## src/common/vwsh_defines.vh

```
`ifndef VWSH_DEFINES_VH
`define VWSH_DEFINES_VH
// ==========================================================
// register map (byte addresses)
`define VWSH_ADDR_CMD        4'h0
`define VWSH_ADDR_REPLY      4'h4
`define VWSH_ADDR_STATUS     4'h8
`define VWSH_ADDR_STB        4'hc
// ==========================================================
// command word fields
`define VWSH_OP_RANGE        15:9
`define VWSH_FLAG_BIT        8
`define VWSH_ARG_RANGE       7:0
// ==========================================================
// opcodes (upper seven bits of the command word)
`define VWSH_OP_BYTE_AVAIL   7'h5e
`define VWSH_OP_BYTE_REQ     7'h6f
`define VWSH_OP_CLEAR        7'h7f
`define VWSH_OP_CTRL_EVENT   7'h57
`define VWSH_OP_CTRL_RESP    7'h50
`define VWSH_OP_END_NORMAL   7'h7d
`define VWSH_OP_BEGIN_NORMAL 7'h7c
`define VWSH_OP_ABORT_NORMAL 7'h7e
`define VWSH_OP_ASSIGN_LINE  7'h53
`define VWSH_OP_READ_LINE    7'h59
`define VWSH_OP_READ_NINT    7'h4d
`define VWSH_OP_READ_PROT    7'h67
`define VWSH_OP_READ_ERR     7'h60
`define VWSH_OP_READ_STB     7'h4f
`define VWSH_OP_ASYNC_MODE   7'h54
// ==========================================================
// reply words and values
`define VWSH_PROTOCOL_WORD   16'h8623
`define VWSH_NUM_INTR        16'h0001
`define VWSH_LINE_DEFAULT    3'h0
`define VWSH_STAT_BASE       16'hfff0
`define VWSH_STAT_OK         4'hf
`define VWSH_STAT_NOT_NORMAL 4'h7
`define VWSH_ERR_NONE        16'hffff
`define VWSH_ERR_MULTI_QUERY 16'hfffd
`define VWSH_ERR_UNSUPPORTED 16'hfffc
`define VWSH_ERR_DIR         16'hfffb
`define VWSH_ERR_DOR         16'hfffa
`define VWSH_ERR_WRITE_READY 16'hfff9
// ==========================================================
// event codes, also the argument of the control-event command
`define VWSH_EVT_REQ_TRUE    8'hfd
`define VWSH_EVT_REQ_FALSE   8'hfc
// async mode argument: bit0 events as interrupts, bits 3:1 unsupported
`define VWSH_ASYNC_EVT_INT   0
`define VWSH_ASYNC_BAD_RANGE 3:1
// ==========================================================
// status register bits
`define VWSH_ST_NORMAL       0
`define VWSH_ST_TOP          1
`define VWSH_ST_ERR          2
`define VWSH_ST_REPLY        3
`define VWSH_ST_EVT_INT      4
`define VWSH_ST_EN_TRUE      5
`define VWSH_ST_EN_FALSE     6
`define VWSH_ST_LINE_RANGE   10:8
// ==========================================================
// message fifo shape
`define VWSH_FIFO_WIDTH      9
`define VWSH_FIFO_DEPTH      16
`define VWSH_FIFO_CNT_W      5
`endif

```

## src/design/vwsh_core.v

```verilog
// Functional notes
// - byte-available accepted only in normal operation, refused with an unsupported error in configure.
// - flag bit 8 on byte-available marks the final byte of a message.
// - byte-request in normal operation returns the next response byte.
// - clear in configure empties buffers and drops any pending protocol error.
// - control-event in configure enables or disables request-true or request-false.
// - both request event enables are on after reset.
// - request-true event on service request rising, if routed and enabled.
// - request-false event on service request falling, if routed and enabled.
// - control-response accepted in configure; enabling any response is an error.
// - end-normal-operation returns from normal operation to configure.
// - end-normal-operation in configure replies status 7.
// - read-interrupter-line returns the assigned line, default 0.
// - read-interrupters replies 1.
// - read-protocol replies the capability word 8623 hex.
// - begin-normal-operation enters normal operation; bit 8 marks top level.
// - read-protocol-error returns the cause of the current error.
`timescale 1ns/1ps
`include "vwsh_defines.vh"

module vwsh_core (
  input  wire        clk,
  input  wire        reset,
  // register port
  input  wire [3:0]  addr,
  input  wire [31:0] wdata,
  input  wire        wr,
  input  wire        rd,
  output reg  [31:0] rdata,
  // message bytes toward the instrument parser
  output wire        msg_valid,
  output wire [7:0]  msg_data,
  output wire        msg_end,
  input  wire        msg_ready,
  // response bytes from the instrument parser
  input  wire        rsp_valid,
  input  wire [7:0]  rsp_data,
  input  wire        rsp_end,
  output reg         rsp_take,
  // status byte and interrupter
  input  wire [7:0]  stb,
  input  wire        srq,
  output wire        evt_valid,
  output wire [7:0]  evt_word,
  output reg  [2:0]  int_line,
  output reg         normal_mode
);
  // ==========================================================
  // state
  localparam CONFIGURE = 1'b0;
  localparam NORMAL    = 1'b1;

  reg        top_q;
  reg        route_int_q;
  reg        en_true_q;
  reg        en_false_q;
  reg        err_q;
  reg [15:0] err_code_q;
  reg        reply_valid_q;
  reg [15:0] reply_q;

  // ==========================================================
  // decode helpers
  wire       cmd_wr;
  wire [6:0] op;
  wire       flag;
  wire [7:0] arg;
  wire       fifo_in_ready;
  wire       fifo_push;
  wire       quiet;

  assign cmd_wr = wr && (addr == `VWSH_ADDR_CMD);
  assign op     = wdata[`VWSH_OP_RANGE];
  assign flag   = wdata[`VWSH_FLAG_BIT];
  assign arg    = wdata[`VWSH_ARG_RANGE];

  // status-field reply word
  function [15:0] stat_word;
    input [3:0] code;
    begin
      stat_word = `VWSH_STAT_BASE | {12'h000, code};
    end
  endfunction

  // ==========================================================
  // command interpreter, next values
  reg        next_mode;
  reg        next_top;
  reg        next_route;
  reg        next_en_true;
  reg        next_en_false;
  reg [2:0]  next_line;
  reg        set_reply;
  reg [15:0] new_reply;
  reg        set_err;
  reg [15:0] new_err;
  reg        clr_err;
  reg        do_flush;
  reg        do_take;
  reg        do_push;
  reg        do_quiet;

  always @* begin
    next_mode     = normal_mode;
    next_top      = top_q;
    next_route    = route_int_q;
    next_en_true  = en_true_q;
    next_en_false = en_false_q;
    next_line     = int_line;
    set_reply     = 1'b0;
    new_reply     = reply_q;
    set_err       = 1'b0;
    new_err       = err_code_q;
    clr_err       = 1'b0;
    do_flush      = 1'b0;
    do_take       = 1'b0;
    do_push       = 1'b0;
    do_quiet      = 1'b0;
    if (cmd_wr) begin
      case (op)
        `VWSH_OP_BYTE_AVAIL: begin
          if (normal_mode == NORMAL) begin
            if (fifo_in_ready) begin
              do_push = 1'b1;
            end else begin
              set_err = 1'b1;   // no room: data-in violation
              new_err = `VWSH_ERR_DIR;
            end
          end else begin
            set_err = 1'b1;
            new_err = `VWSH_ERR_UNSUPPORTED;
          end
        end
        `VWSH_OP_BYTE_REQ: begin
          if (normal_mode != NORMAL) begin
            set_err = 1'b1;
            new_err = `VWSH_ERR_UNSUPPORTED;
          end else if (!rsp_valid) begin
            set_err = 1'b1;   // nothing to send: data-out violation
            new_err = `VWSH_ERR_DOR;
          end else begin
            do_take   = 1'b1;
            set_reply = 1'b1;
            new_reply = {7'h00, rsp_end, rsp_data};
          end
        end
        `VWSH_OP_CLEAR: begin
          if (normal_mode == CONFIGURE) begin
            do_flush = 1'b1;
            clr_err  = 1'b1;
          end else begin
            set_err = 1'b1;
            new_err = `VWSH_ERR_UNSUPPORTED;
          end
        end
        `VWSH_OP_CTRL_EVENT: begin
          if (normal_mode == CONFIGURE && arg == `VWSH_EVT_REQ_TRUE) begin
            next_en_true = flag;
          end else if (normal_mode == CONFIGURE && arg == `VWSH_EVT_REQ_FALSE) begin
            next_en_false = flag;
          end else begin
            set_err = 1'b1;
            new_err = `VWSH_ERR_UNSUPPORTED;
          end
        end
        `VWSH_OP_CTRL_RESP: begin
          if (normal_mode != CONFIGURE || arg != 8'h00) begin
            set_err = 1'b1;
            new_err = `VWSH_ERR_UNSUPPORTED;
          end
        end
        `VWSH_OP_END_NORMAL: begin
          set_reply = 1'b1;
          if (normal_mode == NORMAL) begin
            next_mode = CONFIGURE;
            new_reply = stat_word(`VWSH_STAT_OK);
          end else begin
            new_reply = stat_word(`VWSH_STAT_NOT_NORMAL);
          end
        end
        `VWSH_OP_BEGIN_NORMAL: begin
          if (normal_mode == CONFIGURE) begin
            next_mode = NORMAL;
            next_top  = flag;
            set_reply = 1'b1;
            new_reply = stat_word(`VWSH_STAT_OK);
          end else begin
            set_err = 1'b1;
            new_err = `VWSH_ERR_UNSUPPORTED;
          end
        end
        `VWSH_OP_ABORT_NORMAL: begin
          if (normal_mode == CONFIGURE) begin
            // back to the power-up configuration, interrupter quiet
            next_top      = 1'b0;
            next_route    = 1'b0;
            next_en_true  = 1'b1;
            next_en_false = 1'b1;
            next_line     = `VWSH_LINE_DEFAULT;
            do_quiet      = 1'b1;
            set_reply     = 1'b1;
            new_reply     = stat_word(`VWSH_STAT_OK);
          end else begin
            set_err = 1'b1;
            new_err = `VWSH_ERR_UNSUPPORTED;
          end
        end
        `VWSH_OP_ASSIGN_LINE: begin
          if (normal_mode == CONFIGURE) begin
            next_line = arg[2:0];
          end else begin
            set_err = 1'b1;
            new_err = `VWSH_ERR_UNSUPPORTED;
          end
        end
        `VWSH_OP_ASYNC_MODE: begin
          if (normal_mode == CONFIGURE && arg[`VWSH_ASYNC_BAD_RANGE] == 3'h0) begin
            next_route = arg[`VWSH_ASYNC_EVT_INT];
          end else begin
            set_err = 1'b1;   // only events as interrupts
            new_err = `VWSH_ERR_UNSUPPORTED;
          end
        end
        `VWSH_OP_READ_LINE: begin
          if (normal_mode == CONFIGURE) begin
            set_reply = 1'b1;
            new_reply = {13'h0000, int_line};
          end else begin
            set_err = 1'b1;
            new_err = `VWSH_ERR_UNSUPPORTED;
          end
        end
        `VWSH_OP_READ_NINT: begin
          if (normal_mode == CONFIGURE) begin
            set_reply = 1'b1;
            new_reply = `VWSH_NUM_INTR;
          end else begin
            set_err = 1'b1;
            new_err = `VWSH_ERR_UNSUPPORTED;
          end
        end
        `VWSH_OP_READ_PROT: begin
          if (normal_mode == CONFIGURE) begin
            set_reply = 1'b1;
            new_reply = `VWSH_PROTOCOL_WORD;
          end else begin
            set_err = 1'b1;
            new_err = `VWSH_ERR_UNSUPPORTED;
          end
        end
        `VWSH_OP_READ_ERR: begin
          set_reply = 1'b1;
          new_reply = err_q ? err_code_q : `VWSH_ERR_NONE;
          clr_err   = 1'b1;
        end
        `VWSH_OP_READ_STB: begin
          if (normal_mode == NORMAL) begin
            set_reply = 1'b1;
            new_reply = {8'h00, stb};
          end else begin
            set_err = 1'b1;
            new_err = `VWSH_ERR_UNSUPPORTED;
          end
        end
        default: begin
          set_err = 1'b1;   // unknown opcode
          new_err = `VWSH_ERR_UNSUPPORTED;
        end
      endcase
      // a second query before the first answer was read is refused
      if (set_reply && reply_valid_q) begin
        set_reply = 1'b0;
        do_take   = 1'b0;
        set_err   = 1'b1;
        new_err   = `VWSH_ERR_MULTI_QUERY;
      end
    end
  end

  assign fifo_push = do_push;
  assign quiet     = do_quiet;

  // ==========================================================
  // control and configuration registers
  always @(posedge clk) begin
    if (reset) begin
      normal_mode <= CONFIGURE;
      top_q       <= 1'b0;
      route_int_q <= 1'b0;
      en_true_q   <= 1'b1;
      en_false_q  <= 1'b1;
      int_line    <= `VWSH_LINE_DEFAULT;
      rsp_take    <= 1'b0;
    end else begin
      normal_mode <= next_mode;
      top_q       <= next_top;
      route_int_q <= next_route;
      en_true_q   <= next_en_true;
      en_false_q  <= next_en_false;
      int_line    <= next_line;
      rsp_take    <= do_take;   // one-cycle pop of the response byte
    end
  end

  // ==========================================================
  // error flag: a new error wins over a clear in the same cycle
  always @(posedge clk) begin
    if (reset) begin
      err_q      <= 1'b0;
      err_code_q <= `VWSH_ERR_NONE;
    end else if (set_err) begin
      err_q      <= 1'b1;
      err_code_q <= new_err;
    end else if (clr_err) begin
      err_q      <= 1'b0;
      err_code_q <= `VWSH_ERR_NONE;
    end
  end

  // ==========================================================
  // reply word; reading it frees the slot for the next query
  always @(posedge clk) begin
    if (reset) begin
      reply_valid_q <= 1'b0;
      reply_q       <= 16'h0000;
    end else if (set_reply) begin
      reply_valid_q <= 1'b1;
      reply_q       <= new_reply;
    end else if (do_flush || (rd && addr == `VWSH_ADDR_REPLY)) begin
      reply_valid_q <= 1'b0;
    end
  end

  // ==========================================================
  // register reads, answered in the following cycle
  always @(posedge clk) begin
    if (reset) begin
      rdata <= 32'h00000000;
    end else if (rd) begin
      case (addr)
        `VWSH_ADDR_REPLY: begin
          rdata <= {16'h0000, reply_q};
        end
        `VWSH_ADDR_STATUS: begin
          rdata <= 32'h00000000;
          rdata[`VWSH_ST_NORMAL]     <= normal_mode;
          rdata[`VWSH_ST_TOP]        <= top_q;
          rdata[`VWSH_ST_ERR]        <= err_q;
          rdata[`VWSH_ST_REPLY]      <= reply_valid_q;
          rdata[`VWSH_ST_EVT_INT]    <= route_int_q;
          rdata[`VWSH_ST_EN_TRUE]    <= en_true_q;
          rdata[`VWSH_ST_EN_FALSE]   <= en_false_q;
          rdata[`VWSH_ST_LINE_RANGE] <= int_line;
        end
        `VWSH_ADDR_STB: begin
          rdata <= {24'h000000, stb};
        end
        default: begin
          rdata <= 32'h00000000;   // command port and holes read zero
        end
      endcase
    end
  end

  // ==========================================================
  // message byte buffer; a full buffer refuses with a data-in error
  // rather than stalling, since the register port never waits
  vwsh_fifo #(
    .WIDTH (`VWSH_FIFO_WIDTH),
    .DEPTH (`VWSH_FIFO_DEPTH),
    .CNT_W (`VWSH_FIFO_CNT_W)
  ) u_fifo (
    .clk       (clk),
    .reset     (reset),
    .flush     (do_flush),
    .in_valid  (fifo_push),
    .in_data   ({flag, arg}),
    .in_ready  (fifo_in_ready),
    .out_valid (msg_valid),
    .out_data  ({msg_end, msg_data}),
    .out_ready (msg_ready)
  );

  // ==========================================================
  // service-request events
  vwsh_event u_event (
    .clk       (clk),
    .reset     (reset),
    .quiet     (quiet),
    .srq       (srq),
    .route_int (route_int_q),
    .en_true   (en_true_q),
    .en_false  (en_false_q),
    .evt_valid (evt_valid),
    .evt_word  (evt_word)
  );
endmodule

```

## src/design/vwsh_event.v

```verilog
`timescale 1ns/1ps
// ==========================================================
// service-request edge watcher: turns status-byte request edges
// into one-cycle event words when routing and enables allow
module vwsh_event (
  input  wire       clk,
  input  wire       reset,
  input  wire       quiet,
  input  wire       srq,
  input  wire       route_int,
  input  wire       en_true,
  input  wire       en_false,
  output reg        evt_valid,
  output reg  [7:0] evt_word
);
  reg srq_prev_q;

  // edges are taken against the last seen level; quiet holds the
  // interrupter unasserted while the block returns to defaults
  always @(posedge clk) begin
    if (reset) begin
      srq_prev_q <= 1'b0;
      evt_valid  <= 1'b0;
      evt_word   <= 8'h00;
    end else begin
      srq_prev_q <= srq;
      evt_valid  <= 1'b0;
      if (!quiet && route_int) begin
        if (srq && !srq_prev_q && en_true) begin
          evt_valid <= 1'b1;
          evt_word  <= `VWSH_EVT_REQ_TRUE;
        end else if (!srq && srq_prev_q && en_false) begin
          evt_valid <= 1'b1;
          evt_word  <= `VWSH_EVT_REQ_FALSE;
        end
      end
    end
  end
endmodule

```

## src/design/vwsh_fifo.v

```verilog
`timescale 1ns/1ps
// ==========================================================
// shift-register fifo; the head always sits in slot 0 so the
// read side sees flip-flops only, at the cost of a shift per pop
module vwsh_fifo #(
  parameter WIDTH = 9,
  parameter DEPTH = 16,
  parameter CNT_W = 5
) (
  input  wire             clk,
  input  wire             reset,
  input  wire             flush,
  input  wire             in_valid,
  input  wire [WIDTH-1:0] in_data,
  output reg              in_ready,
  output reg              out_valid,
  output wire [WIDTH-1:0] out_data,
  input  wire             out_ready
);
  reg  [WIDTH-1:0] mem_q [0:DEPTH-1];
  reg  [CNT_W-1:0] cnt_q;
  reg  [CNT_W-1:0] cnt_d;
  reg  [CNT_W-1:0] wr_idx;
  wire             push;
  wire             pop;
  integer          i;

  assign push     = in_valid & in_ready;
  assign pop      = out_valid & out_ready;
  assign out_data = mem_q[0];

  // next fill level and the slot that a push lands in
  always @* begin
    cnt_d  = cnt_q;
    wr_idx = cnt_q;
    if (pop) begin
      wr_idx = cnt_q - {{(CNT_W-1){1'b0}}, 1'b1};
    end
    if (push && !pop) begin
      cnt_d = cnt_q + {{(CNT_W-1){1'b0}}, 1'b1};
    end else if (pop && !push) begin
      cnt_d = cnt_q - {{(CNT_W-1){1'b0}}, 1'b1};
    end
  end

  // storage: shift on pop, then drop the new word in place
  always @(posedge clk) begin
    for (i = 0; i < DEPTH; i = i + 1) begin
      if (pop && i < DEPTH - 1) begin
        mem_q[i] <= mem_q[i+1];
      end
      if (push && i == wr_idx) begin
        mem_q[i] <= in_data;
      end
    end
  end

  // level and flags, flushed as one
  always @(posedge clk) begin
    if (reset || flush) begin
      cnt_q     <= {CNT_W{1'b0}};
      out_valid <= 1'b0;
      in_ready  <= 1'b1;
    end else begin
      cnt_q     <= cnt_d;
      out_valid <= (cnt_d != {CNT_W{1'b0}});
      in_ready  <= (cnt_d != DEPTH[CNT_W-1:0]);
    end
  end
endmodule

```

## config.mk

```make
export PLATFORM = sky130hd
export DESIGN_NAME = vwsh_core
export DESIGN_NICKNAME = d
export VERILOG_FILES = /design/src/design/vwsh_core.v /design/src/design/vwsh_event.v /design/src/design/vwsh_fifo.v
export VERILOG_INCLUDE_DIRS = /design/src /design/src/common
export SDC_FILE = /design/constraint.sdc
export NUM_CORES = 1
export LEC_CHECK = 0
export BUFFER_PORTS_ARGS = -buffer_cell sky130_fd_sc_hd__buf_2
export CORE_MARGIN = 3
export CORE_UTILIZATION = 58
export DETAILED_ROUTE_END_ITERATION = 16
export GPL_TIMING_DRIVEN = 0
export PLACE_DENSITY = 0.86
export SETUP_SLACK_MARGIN = 0.05
export SLEW_MARGIN = 10
export SYNTH_ARGS = -nofsm -noshare
export SYNTH_HDL_FRONTEND = slang
export SYNTH_SLANG_ARGS = --single-unit
export TNS_END_PERCENT = 100
```

## constraint.sdc

```tcl
create_clock -name clk -period 3.3 [get_ports clk]
set_input_delay 0.165 -clock clk [delete_from_list [all_inputs] [get_ports clk]]
set_output_delay 0.165 -clock clk [all_outputs]
set_load 0.01 [all_outputs]
```

==> flow_metrics.env, run 1 <==
export IMPL_final_cells=1104
export IMPL_antenna_left=0
export IMPL_synth_area_mm2=0.00950
export IMPL_grt_pass1_wl_um=31300
export IMPL_dr_pass1_iters=7
export IMPL_maxClockFrequency_mhz=321
export IMPL_cp_start_kind="register"
export IMPL_tns_ns=0
export IMPL_via_per_inst=5.88
export IMPL_cts_setup_buffers=0
export IMPL_post_route_min_period_ns=3.11
export IMPL_core_area_mm2=0.0159
export IMPL_ys_types=74
export IMPL_cellPowerDensity_mw_per_mm2=558
export IMPL_arrival_ns=3.29
export IMPL_synth_cells=757
export IMPL_cts_root_buffer="clkbuf_16"
export IMPL_synth_area_leaders="edfxtp_1 (46%), mux2_2 (17%), dfxtp_1 (10%)"
export IMPL_p_leak_nw=3.99
export IMPL_whs_ns=0.0156
export IMPL_synthTopCellsByCount="edfxtp_1 (144), mux2_2 (142), nand2_1 (55), dfxtp_1 (49), nor2_1 (45)"
export IMPL_startpoint="u_fifo.cnt_q[0]"
export IMPL_r2r_cells=10
export IMPL_tritoncts="built"
export IMPL_cp_required_ns=3.48
export IMPL_drive_gt1_share_pct=39.9
export IMPL_grt_remaining_overflow=0
export IMPL_antenna_found_initial=0
export IMPL_fp_dieArea_mm2=0.0179
export IMPL_crit_path_end="u_fifo.mem_q[1][8]"
export IMPL_cts_buffers=17
export IMPL_yosysMostFrequentCell="edfxtp_1"
export IMPL_synth_top_cell_area_share_pct=45.5
export IMPL_dieWidth_um=134
export IMPL_drt_iter0_markers=534
export IMPL_cts_path_max_buffers=2
export IMPL_synthArstFlopShare_pct=0
export IMPL_end_kind="register"
export IMPL_synth_edf_count=144
export IMPL_n_fill_cell=1151
export IMPL_synth_top_flop_cell="edfxtp_1"
export IMPL_p_total_mw=6.08
export IMPL_period_share_pct=94.4
export IMPL_avgSynthCellArea_um2=12.5
export IMPL_worstMarginPinSlew_ns=1.04
export IMPL_drc=0
export IMPL_grt_max_degree=18
export IMPL_htreeDepth=4
export IMPL_r2r_end="u_fifo.mem_q[1][8]"
export IMPL_hold_viol_final=0
export IMPL_grt_pass1_vias=6405
export IMPL_chipHeight_um=134
export IMPL_grtUsageTotal_pct=21.9
export IMPL_gp_congestion=0.934
export IMPL_dp_hpwl_um=14000
export IMPL_insertedDiodeCount=0
export IMPL_via_count=6491
export IMPL_wl_per_cell_um=17.6
export IMPL_cap_violations=0
export IMPL_cts_clk_slew_worst_paths_ns=0.07
export IMPL_yosys_warnings=0
export IMPL_rsz0062_at_grt="no"
export IMPL_regToRegStartpoint="u_fifo.cnt_q[0]"
export IMPL_placed_cells=1068
export IMPL_max_slew_margin_rel_pct=30.1
export IMPL_numClockSinks=193
export IMPL_status="complete, no violations"
export IMPL_clkLatencyLatePin_ns=0.43
export IMPL_syn2layout_area_growth_pct=14.7
export IMPL_hold_path_class="input port to register"
export IMPL_crit_type="register to register"
export IMPL_finClkSkew_ns=0.00726
export IMPL_io_pin_count=116
export IMPL_yosysSeqAreaShare_pct=55.9
export IMPL_synth_seq_cells=193
export IMPL_rows=46
export IMPL_finalMaxSlewViolations=0
export IMPL_critPathMaxFanout=10
export IMPL_synth_largest_area_cell="edfxtp_1"
export IMPL_io_buffers=79
export IMPL_final_setup_viol_count=0
export IMPL_start_util_pct=59.6
export IMPL_reg2reg_slack_ns=0.19
export IMPL_routed_wl_um=19400
export IMPL_nNetsFinal=937
export IMPL_vdd_ir_drop_max_mv=0.534
-- cell type report --
cell class | count | area, um^2 | area share (%)
Multi-Input combinational cell | 495 | 3880 | 35.6
Clock buffer | 20 | 457 | 4.19
Tap cell | 216 | 270 | 2.48
Clock inverter | 12 | 81.3 | 0.747
Timing Repair Buffer | 83 | 435 | 4.00
Inverter | 11 | 41.3 | 0.379
Sequential cell | 193 | 5310 | 48.7
Buffer | 74 | 424 | 3.89
-- flip-flops by register name, indices dropped and copies added, names as in the netlist --
signal,cells
u_fifo.cnt_q,5
u_fifo.out_valid,1
err_code_q,3
en_false_q,1
rdata,13
u_event.evt_valid,1
reply_q,11
route_int_q,1
u_fifo.mem_q,144
u_event.srq_prev_q,1
rsp_take,1
u_event.evt_word,2
u_fifo.in_ready,1
top_q,1
err_q,1
normal_mode,1
int_line,3
en_true_q,1
reply_valid_q,1
-- worst min-delay path by stage --
stage / startpoint / end / slack, ns / depth (start not counted)
finish: srq / u_event.srq_prev_q / 0.02 / 2
global route: reset / u_event.evt_valid / 0.009 / 2
CTS: srq / u_event.srq_prev_q / 0.002 / 2
detailed placement: wdata[0] / u_fifo.mem_q[1][63] / 0.36 / 1
global placement: wdata[0] / u_fifo.mem_q[1][63] / 0.36 / 1
floorplan: reset / u_event.evt_valid / 0.25 / 1
-- power by group --
group	switching (mW)	internal (mW)
clock network	0.892	1.01
registers	0.0896	3.03
logic	0.642	0.417
-- metrics by stage --
stage	utilization, %	area, um^2	setup WS [ns]
floorplan	-	9560	0.526
global placement	64.1	10200	-0.296
detailed placement	64.1	10200	-0.322
CTS	68.0	10800	-0.00291
global route	68.3	10900	0.0361
finish	68.3	10900	0.186
-- cell usage in the layout (no fill, tap or decap), types with 6 or more instances in the layout --
cell,n
a211oi_1,12
a21oi_1,10
a22o_1,10
a22oi_1,18
buf_2,82
buf_4,34
clkbuf_1,36
clkbuf_16,17
conb_1,17
dfxtp_1,49
edfxtp_1,144
inv_1,9
mux2_2,142
nand2_1,32
nand2_2,30
nand2b_1,6
nand3_1,14
nand3b_1,8
nand4_1,8
nor2_1,45
nor3_1,17
o21ai_0,11
or4_1,7
-- per-layer routing --
metal | global-route usage, % | vias to the layer above | part of all wire, %
met5 | 0 | - | 0
met4 | 8.34 | 0 | 1.8
met3 | 4.54 | 32 | 6.4
met2 | 35.9 | 252 | 50
met1 | 28.9 | 3134 | 42
li1 | - | 3073 | -
-- repair_timing --
item,4_1_cts,5_1_grt
hold endpoints to repair,4,0
endpoints found under the setup margin,144,228
cloned,0,0
hold buffers,4,0
gates resized for setup,12,18
-- logic make-up after synthesis --
logic type / after synthesis / share of synthesized area, %
simple gates: 212 / 12.0
flops: 193 / 55.9
mux: 147 / 17.4
compound gates: 111 / 9.03
buf+inv: 85 / 4.90
xor+xnor: 6 / 0.553
fa+ha+maj: 2 / 0.263
other cells: 1 / 0.0395
-- worst max-delay path, stage by stage (launching register included) --
cell and delay (ns):
dfxtp_1 0.34, clkbuf_1 0.25, inv_1 0.14, ha_1 0.23
clkbuf_1 0.18, nor3b_2 0.21, xnor2_1 0.21, a31oi_1 0.23
nor3_4 0.44, nand2_2 0.25, mux2_1 0.38
Note: power is estimated with default switching activity, not from simulation.
==> run 2, diff against run 1 <==
--- a/config.mk
+++ b/config.mk
@@ -6,6 +6,7 @@
 export SDC_FILE = /design/constraint.sdc
 export NUM_CORES = 1
 export LEC_CHECK = 0
+export ABC_AREA = 1
 export BUFFER_PORTS_ARGS = -buffer_cell sky130_fd_sc_hd__buf_2
 export CORE_MARGIN = 3
 export CORE_UTILIZATION = 58
==> run 2 against run 1 <==
  * Clock power up 11%
  * Power up 8.5%
  * Utilization is 1.7 points higher
  * Global-route usage is 1.7 points higher
  * Sequential cell count is the same
  * Clock skew up 0.0057 ns
  * Largest cell class unchanged
  * Critical path type unchanged
  * Die area decreased by 1.2%
  * Critical endpoint is now u_fifo.mem_q[1][36]
==> flow_metrics.env, run 2 <==
export IMPL_status="complete, no violations"
export IMPL_largest_register_ffs=144
export IMPL_synth_top_flop_cell="edfxtp_1"
export IMPL_dr_pass1_iters=5
export IMPL_tns_ns=0
export IMPL_design_area_mm2=0.0108
export IMPL_synth_edf_count=144
export IMPL_antenna_found_initial=0
export IMPL_via_count=7365
export IMPL_rsz0062_at_grt="no"
export IMPL_yosysSeqAreaShare_pct=56.6
export IMPL_via_per_inst=5.48
export IMPL_final_common_cell="nand2_1"
export IMPL_yosys_warnings=0
export IMPL_avgSynthCellArea_um2=9.47
export IMPL_post_route_min_period_ns=2.67
export IMPL_grtUsageTotal_pct=23.6
export IMPL_cts_clk_slew_worst_paths_ns=0.07
export IMPL_crit_type="register to register"
export IMPL_hold_viol_final=0
export IMPL_synth_area_leaders="edfxtp_1 (46%), nand2_1 (11%), dfxtp_1 (10%)"
export IMPL_synthTopCellsByCount="nand2_1 (283), edfxtp_1 (144), o21ai_1 (109), inv_1 (68), nor2_1 (55)"
export IMPL_synth_top_cell_area_share_pct=46.1
export IMPL_synth_largest_area_cell="edfxtp_1"
export IMPL_cts_resized=0
export IMPL_pre_cts_ws_ns=0.609
export IMPL_cts_buffers=17
export IMPL_period_share_pct=81.0
export IMPL_cellPowerDensity_mw_per_mm2=608
export IMPL_cp_required_ns=3.41
export IMPL_ys_types=42
export IMPL_numClockSinks=193
export IMPL_hold_path_class="input port to register"
export IMPL_routed_wl_um=20700
export IMPL_worst_slack_ns=0.626
export IMPL_critPathMaxFanout=10
export IMPL_synth_area_mm2=0.00938
export IMPL_htreeDepth=4
export IMPL_insertedDiodeCount=0
export IMPL_dieWidth_um=133
export IMPL_nNetsFinal=1181
export IMPL_yosysMostFrequentCell="nand2_1"
export IMPL_finalMaxSlewViolations=0
export IMPL_vdd_ir_drop_max_mv=0.362
export IMPL_tritoncts="built"
export IMPL_dpl_cell_area_mm2=0.0101
export IMPL_max_slew_margin_rel_pct=49.9
export IMPL_cts_root_buffer="clkbuf_16"
export IMPL_start_util_pct=60.6
export IMPL_worstMarginPinSlew_ns=0.752
export IMPL_drive_gt1_share_pct=20.2
export IMPL_core_area_mm2=0.0155
export IMPL_maxClockFrequency_mhz=374
export IMPL_end_kind="register"
export IMPL_clkLatencyLatePin_ns=0.44
export IMPL_arrival_ns=2.78
export IMPL_io_pin_count=116
export IMPL_drc=0
export IMPL_fp_dieArea_mm2=0.0177
export IMPL_grt_remaining_overflow=0
export IMPL_layout_common_cells="nand2_1 (283), edfxtp_1 (144), o21ai_1 (109), buf_2 (85), inv_1 (68)"
export IMPL_synth_seq_cells=193
export IMPL_top_regs="u_fifo.mem_q (144), rdata (13), reply_q (11)"
export IMPL_top_register="u_fifo.mem_q"
export IMPL_antenna_left=0
export IMPL_chipHeight_um=133
export IMPL_grt_pass1_vias=6891
export IMPL_final_setup_viol_count=0
export IMPL_drt_iter0_markers=502
export IMPL_wl_per_cell_um=15.4
export IMPL_cp_start_kind="register"
export IMPL_rows=45
export IMPL_synth_cells=990
export IMPL_syn2layout_area_growth_pct=15.5
export IMPL_io_buffers=82
export IMPL_cap_violations=0
export IMPL_p_leak_nw=4.85
export IMPL_dp_hpwl_um=15100
export IMPL_synthArstFlopShare_pct=0
export IMPL_grt_pass1_wl_um=33200
export IMPL_finClkSkew_ns=0.0129
export IMPL_grt_max_degree=19
export IMPL_gp_congestion=0.957
export IMPL_cts_path_max_buffers=2
## run 2: cell count changes after synthesis, sizes merged, moves of 10 or more
cell    change
a22o       -10
a22oi      -18
buf        +12
nand3      +23
inv        +62
nand2     +239
nor3       -13
clkbuf     -19
mux2      -144
o21ai     +154
nor2       +19
a21oi      +22
a211oi     -15
## run 2: critical path, cell delays in order, from the launching register on
cell and delay (ns):
dfxtp_1 0.41, inv_1 0.10, ha_1 0.29, inv_1 0.06, o21ai_0 0.45, nand2_4 0.14, nor2_4 0.27, nand2_4 0.14
buf_4 0.20, nand2_1 0.28
## run 2: final cells by class
class | instances | area, um^2
inverters | 73 | 279
repair buffers | 94 | 528
flip-flops and latches | 193 | 5310
multi-input cells | 673 | 3380
plain buffers | 67 | 480
clock inverters | 15 | 173
fillers | 1081 | 4650
clock buffers | 17 | 425
well taps | 211 | 264
## run 2: worst paths after layout
| path | from | endpoint | slack, ns | cells after the start |
|---|---|---|---|---|
| max reg2reg | u_fifo.cnt_q[0] | u_fifo.mem_q[1][36] | 0.63 | 9 |
| min | rd | rdata[5] | 0.01 | 3 |
| max | u_fifo.cnt_q[0] | u_fifo.mem_q[1][36] | 0.63 | 9 |
| min reg2reg | reply_q[5] | reply_q[5] | 0.46 | 2 |
## run 2: stage by stage
step           hold WS, ns  utilization [%]  total power [mW]  instances
2_1_floorplan        0.264                -              4.20       1006
3_3_place_gp         0.381             65.3              4.45       1299
3_5_place_dp         0.384             65.4              4.52       1300
4_1_cts            0.00456             70.0              6.60       1343
5_1_grt            0.00360             70.0              6.87       1343
6_report            0.0132             70.0              6.59       1343
## run 2: metal layers
layer  up-vias  global-route usage, %  wire length (um)
met3        44                   5.85              1770
li1       3579                      -                 -
met1      3396                   29.1              8270
met5         -                      0                 0
met4         0                   10.3               579
met2       346                   39.6             10100
## run 2: what timing repair did
| item | CTS | global route |
|---|---|---|
| hold endpoints to repair | 11 | 0 |
| setup buffers | 0 | 0 |
| hold buffers | 11 | 0 |
| endpoints found under the setup margin | 0 | 0 |
## run 2: cell families (layout without fill, tap and decap cells)
kind of cell             count (synthesis)  in the layout  share of synthesized area (%)
buffers and inverters                  140            266                           8.10
adder cells (fa/ha/maj)                  2              2                          0.267
XOR/XNOR                                 7              7                          0.654
AND/OR/NAND/NOR                        425            425                           21.1
other                                    1             17                         0.0400
flip-flops                             193            193                           56.6
AO/OA/AOI/OAI                          222            222                           13.3
## run 2: report_power, final
group / total (mW) / switching, mW / internal, mW
clock: 2.10 / 0.957 / 1.14
sequential: 3.21 / 0.109 / 3.10
combinational: 1.28 / 0.887 / 0.396
total: 6.59 / 1.95 / 4.64
==> run 3, diff against run 2 <==
==> constraint.sdc (replaced) <==
create_clock -name clk -period 2.5 [get_ports clk]
set_input_delay 0.125 -clock clk [delete_from_list [all_inputs] [get_ports clk]]
set_output_delay 0.125 -clock clk [all_outputs]
set_load 0.01 [all_outputs]
==> run 3 against run 2 <==
  * Register-to-register slack worse by 0.56 ns
  * Clock skew about the same
  * Combinational power grew 39%
  * Fmax rose by 9.9%
  * Sequential share of layout area shrank 0.52 points
  * Setup slack got worse by 0.56 ns
  * Final cell count rose by 0.37%
  * Hold slack improved by 0.010 ns
  * Via count up 1.1%
  * Power is 31% higher
==> flow_metrics.env, run 3 (synthesis gave the netlist of run 2 again) <==
export IMPL_status="complete, no violations"
export IMPL_n_fill_cell=1091
export IMPL_dr_pass1_iters=5
export IMPL_max_stage_delay_ns=0.32
export IMPL_final_util_pct=70.7
export IMPL_htreeDepth=4
export IMPL_via_per_inst=5.52
export IMPL_worstMarginPinSlew_ns=1.05
export IMPL_critPathMaxFanout=10
export IMPL_crit_family="simple AND/OR/NAND/NOR gates"
export IMPL_core_area_mm2=0.0155
export IMPL_grt_max_degree=18
export IMPL_crit_type="register to register"
export IMPL_chipHeight_um=133
export IMPL_io_pin_count=116
export IMPL_dp_hpwl_um=15100
export IMPL_final_cells=1348
export IMPL_worstPathCellList="inv_1 > ha_2 > nand3_2 > xor2_1 > o21ai_4 > nand2_4 > nor2_4 > buf_4 > nand2_4 > buf_6 > nand2_2"
export IMPL_tns_ns=0
export IMPL_gp_congestion=0.989
export IMPL_nNetsFinal=1186
export IMPL_finalMaxSlewViolations=0
export IMPL_cap_violations=0
export IMPL_regToRegStartpoint="u_fifo.cnt_q[1]"
export IMPL_routed_wl_um=20900
export IMPL_hold_path_class="input port to register"
export IMPL_grtUsageTotal_pct=23.7
export IMPL_cp_start_kind="register"
export IMPL_vdd_ir_drop_max_mv=0.540
export IMPL_top_register="u_fifo.mem_q"
export IMPL_design_area_mm2=0.0110
export IMPL_insertedDiodeCount=0
export IMPL_cts_path_max_buffers=2
export IMPL_start_util_pct=60.6
export IMPL_whs_ns=0.0234
export IMPL_cellPowerDensity_mw_per_mm2=791
export IMPL_final_common_cell="nand2_1"
export IMPL_max_slew_margin_rel_pct=29.7
export IMPL_r2r_end="u_fifo.mem_q[1][59]"
export IMPL_clkLatencyLatePin_ns=0.44
export IMPL_pre_cts_ws_ns=-0.260
export IMPL_cp_common_cell="nand2_4"
export IMPL_maxClockFrequency_mhz=411
export IMPL_via_count=7443
export IMPL_placed_cells=1299
export IMPL_hold_path_end="reply_q[4]"
export IMPL_top_regs="u_fifo.mem_q (144), rdata (13), reply_q (11)"
export IMPL_end_kind="register"
export IMPL_grt_pass1_wl_um=33500
export IMPL_layout_common_cells="nand2_1 (269), edfxtp_1 (144), o21ai_1 (109), buf_2 (85), inv_1 (68)"
export IMPL_reg2reg_slack_ns=0.07
export IMPL_hold_path_depth=4
export IMPL_crit_buf_inv=3
export IMPL_numClockSinks=193
export IMPL_syn2layout_area_growth_pct=16.8
export IMPL_antenna_left=0
export IMPL_cts_buffers=17
export IMPL_arrival_ns=2.57
export IMPL_cts_clk_slew_worst_paths_ns=0.07
export IMPL_cp_slowest_cell="dfxtp_1"
export IMPL_dieWidth_um=133
export IMPL_grt_remaining_overflow=0
export IMPL_antenna_found_initial=0
export IMPL_drc=0
export IMPL_p_leak_nw=4.89
export IMPL_rows=45
export IMPL_hold_viol_final=0
export IMPL_fp_dieArea_mm2=0.0177
export IMPL_grt_pass1_vias=7004
export IMPL_finClkSkew_ns=0.0133
export IMPL_post_route_min_period_ns=2.43
export IMPL_period_share_pct=97.3
export IMPL_p_total_mw=8.67
export IMPL_worstHoldStart="reset"
export IMPL_drt_iter0_markers=643
export IMPL_final_setup_viol_count=0
export IMPL_rsz0062_at_grt="yes"
export IMPL_dpl_cell_area_mm2=0.0101
export IMPL_drive_gt1_share_pct=21.8
export IMPL_io_buffers=82
export IMPL_r2r_cells=11
export IMPL_cp_required_ns=2.63
export IMPL_cts_root_buffer="clkbuf_16"
export IMPL_worst_slack_ns=0.0679
export IMPL_wl_per_cell_um=15.5
export IMPL_tritoncts="built"
export IMPL_largest_register_ffs=144
## run 3: worst max path at each step
stage / from / end / slack [ns] / depth (start not counted)
3_5_place_dp: u_fifo.cnt_q[0] / u_fifo.mem_q[1][70] / -0.26 / 7
5_1_grt: u_fifo.cnt_q[1] / u_fifo.mem_q[1][59] / -0.04 / 11
2_1_floorplan: u_fifo.cnt_q[0] / u_fifo.mem_q[1][63] / 0.23 / 7
4_1_cts: u_fifo.cnt_q[0] / u_fifo.mem_q[0][54] / 0.07 / 10
6_report: u_fifo.cnt_q[1] / u_fifo.mem_q[1][59] / 0.07 / 11
3_3_place_gp: u_fifo.cnt_q[0] / u_fifo.mem_q[1][70] / -0.20 / 7
## run 3: cell type report
cell class	instances	area (um^2)	area share, %
buffer	67	480	4.39
clock inverter	10	67.6	0.617
sequential	193	5310	48.4
clock buffer	22	508	4.64
multi-input combinational	673	3450	31.5
tap	211	264	2.41
inverter	73	279	2.55
timing repair buffer	99	596	5.44
## run 3: per-layer routing
metal / up-vias / track usage (%) / share of wire [%]
met2: 368 / 40.2 / 49
met5: - / 0 / 0
met1: 3434 / 29.1 / 39
met3: 43 / 5.78 / 9.0
met4: 0 / 9.66 / 2.9
li1: 3598 / - / -
## run 3: worst reg2reg max path: cells and delay by family, from the launching register on
kind            cells  cell delay (ns)
flops               1             0.32
buf+inv             3             0.45
fa+ha+maj           1             0.22
compound gates      1             0.27
simple gates        5             0.68
xor+xnor            1             0.19
## run 3: what timing repair did
item | 4_1_cts | 5_1_grt
gates resized for setup | 15 | 8
setup endpoints to repair | 144 | 144
endpoints found under the hold margin | 15 | 0
setup buffers | 0 | 4
hold buffers | 13 | 0
pin swaps | 2 | 6
## run 3: where the power goes
part | leakage, nW | internal, mW | switching (mW)
Clock | 0.291 | 1.46 | 1.20
Sequential | 1.74 | 4.09 | 0.139
Combinational | 2.86 | 0.553 | 1.22
Total | 4.89 | 6.10 | 2.57
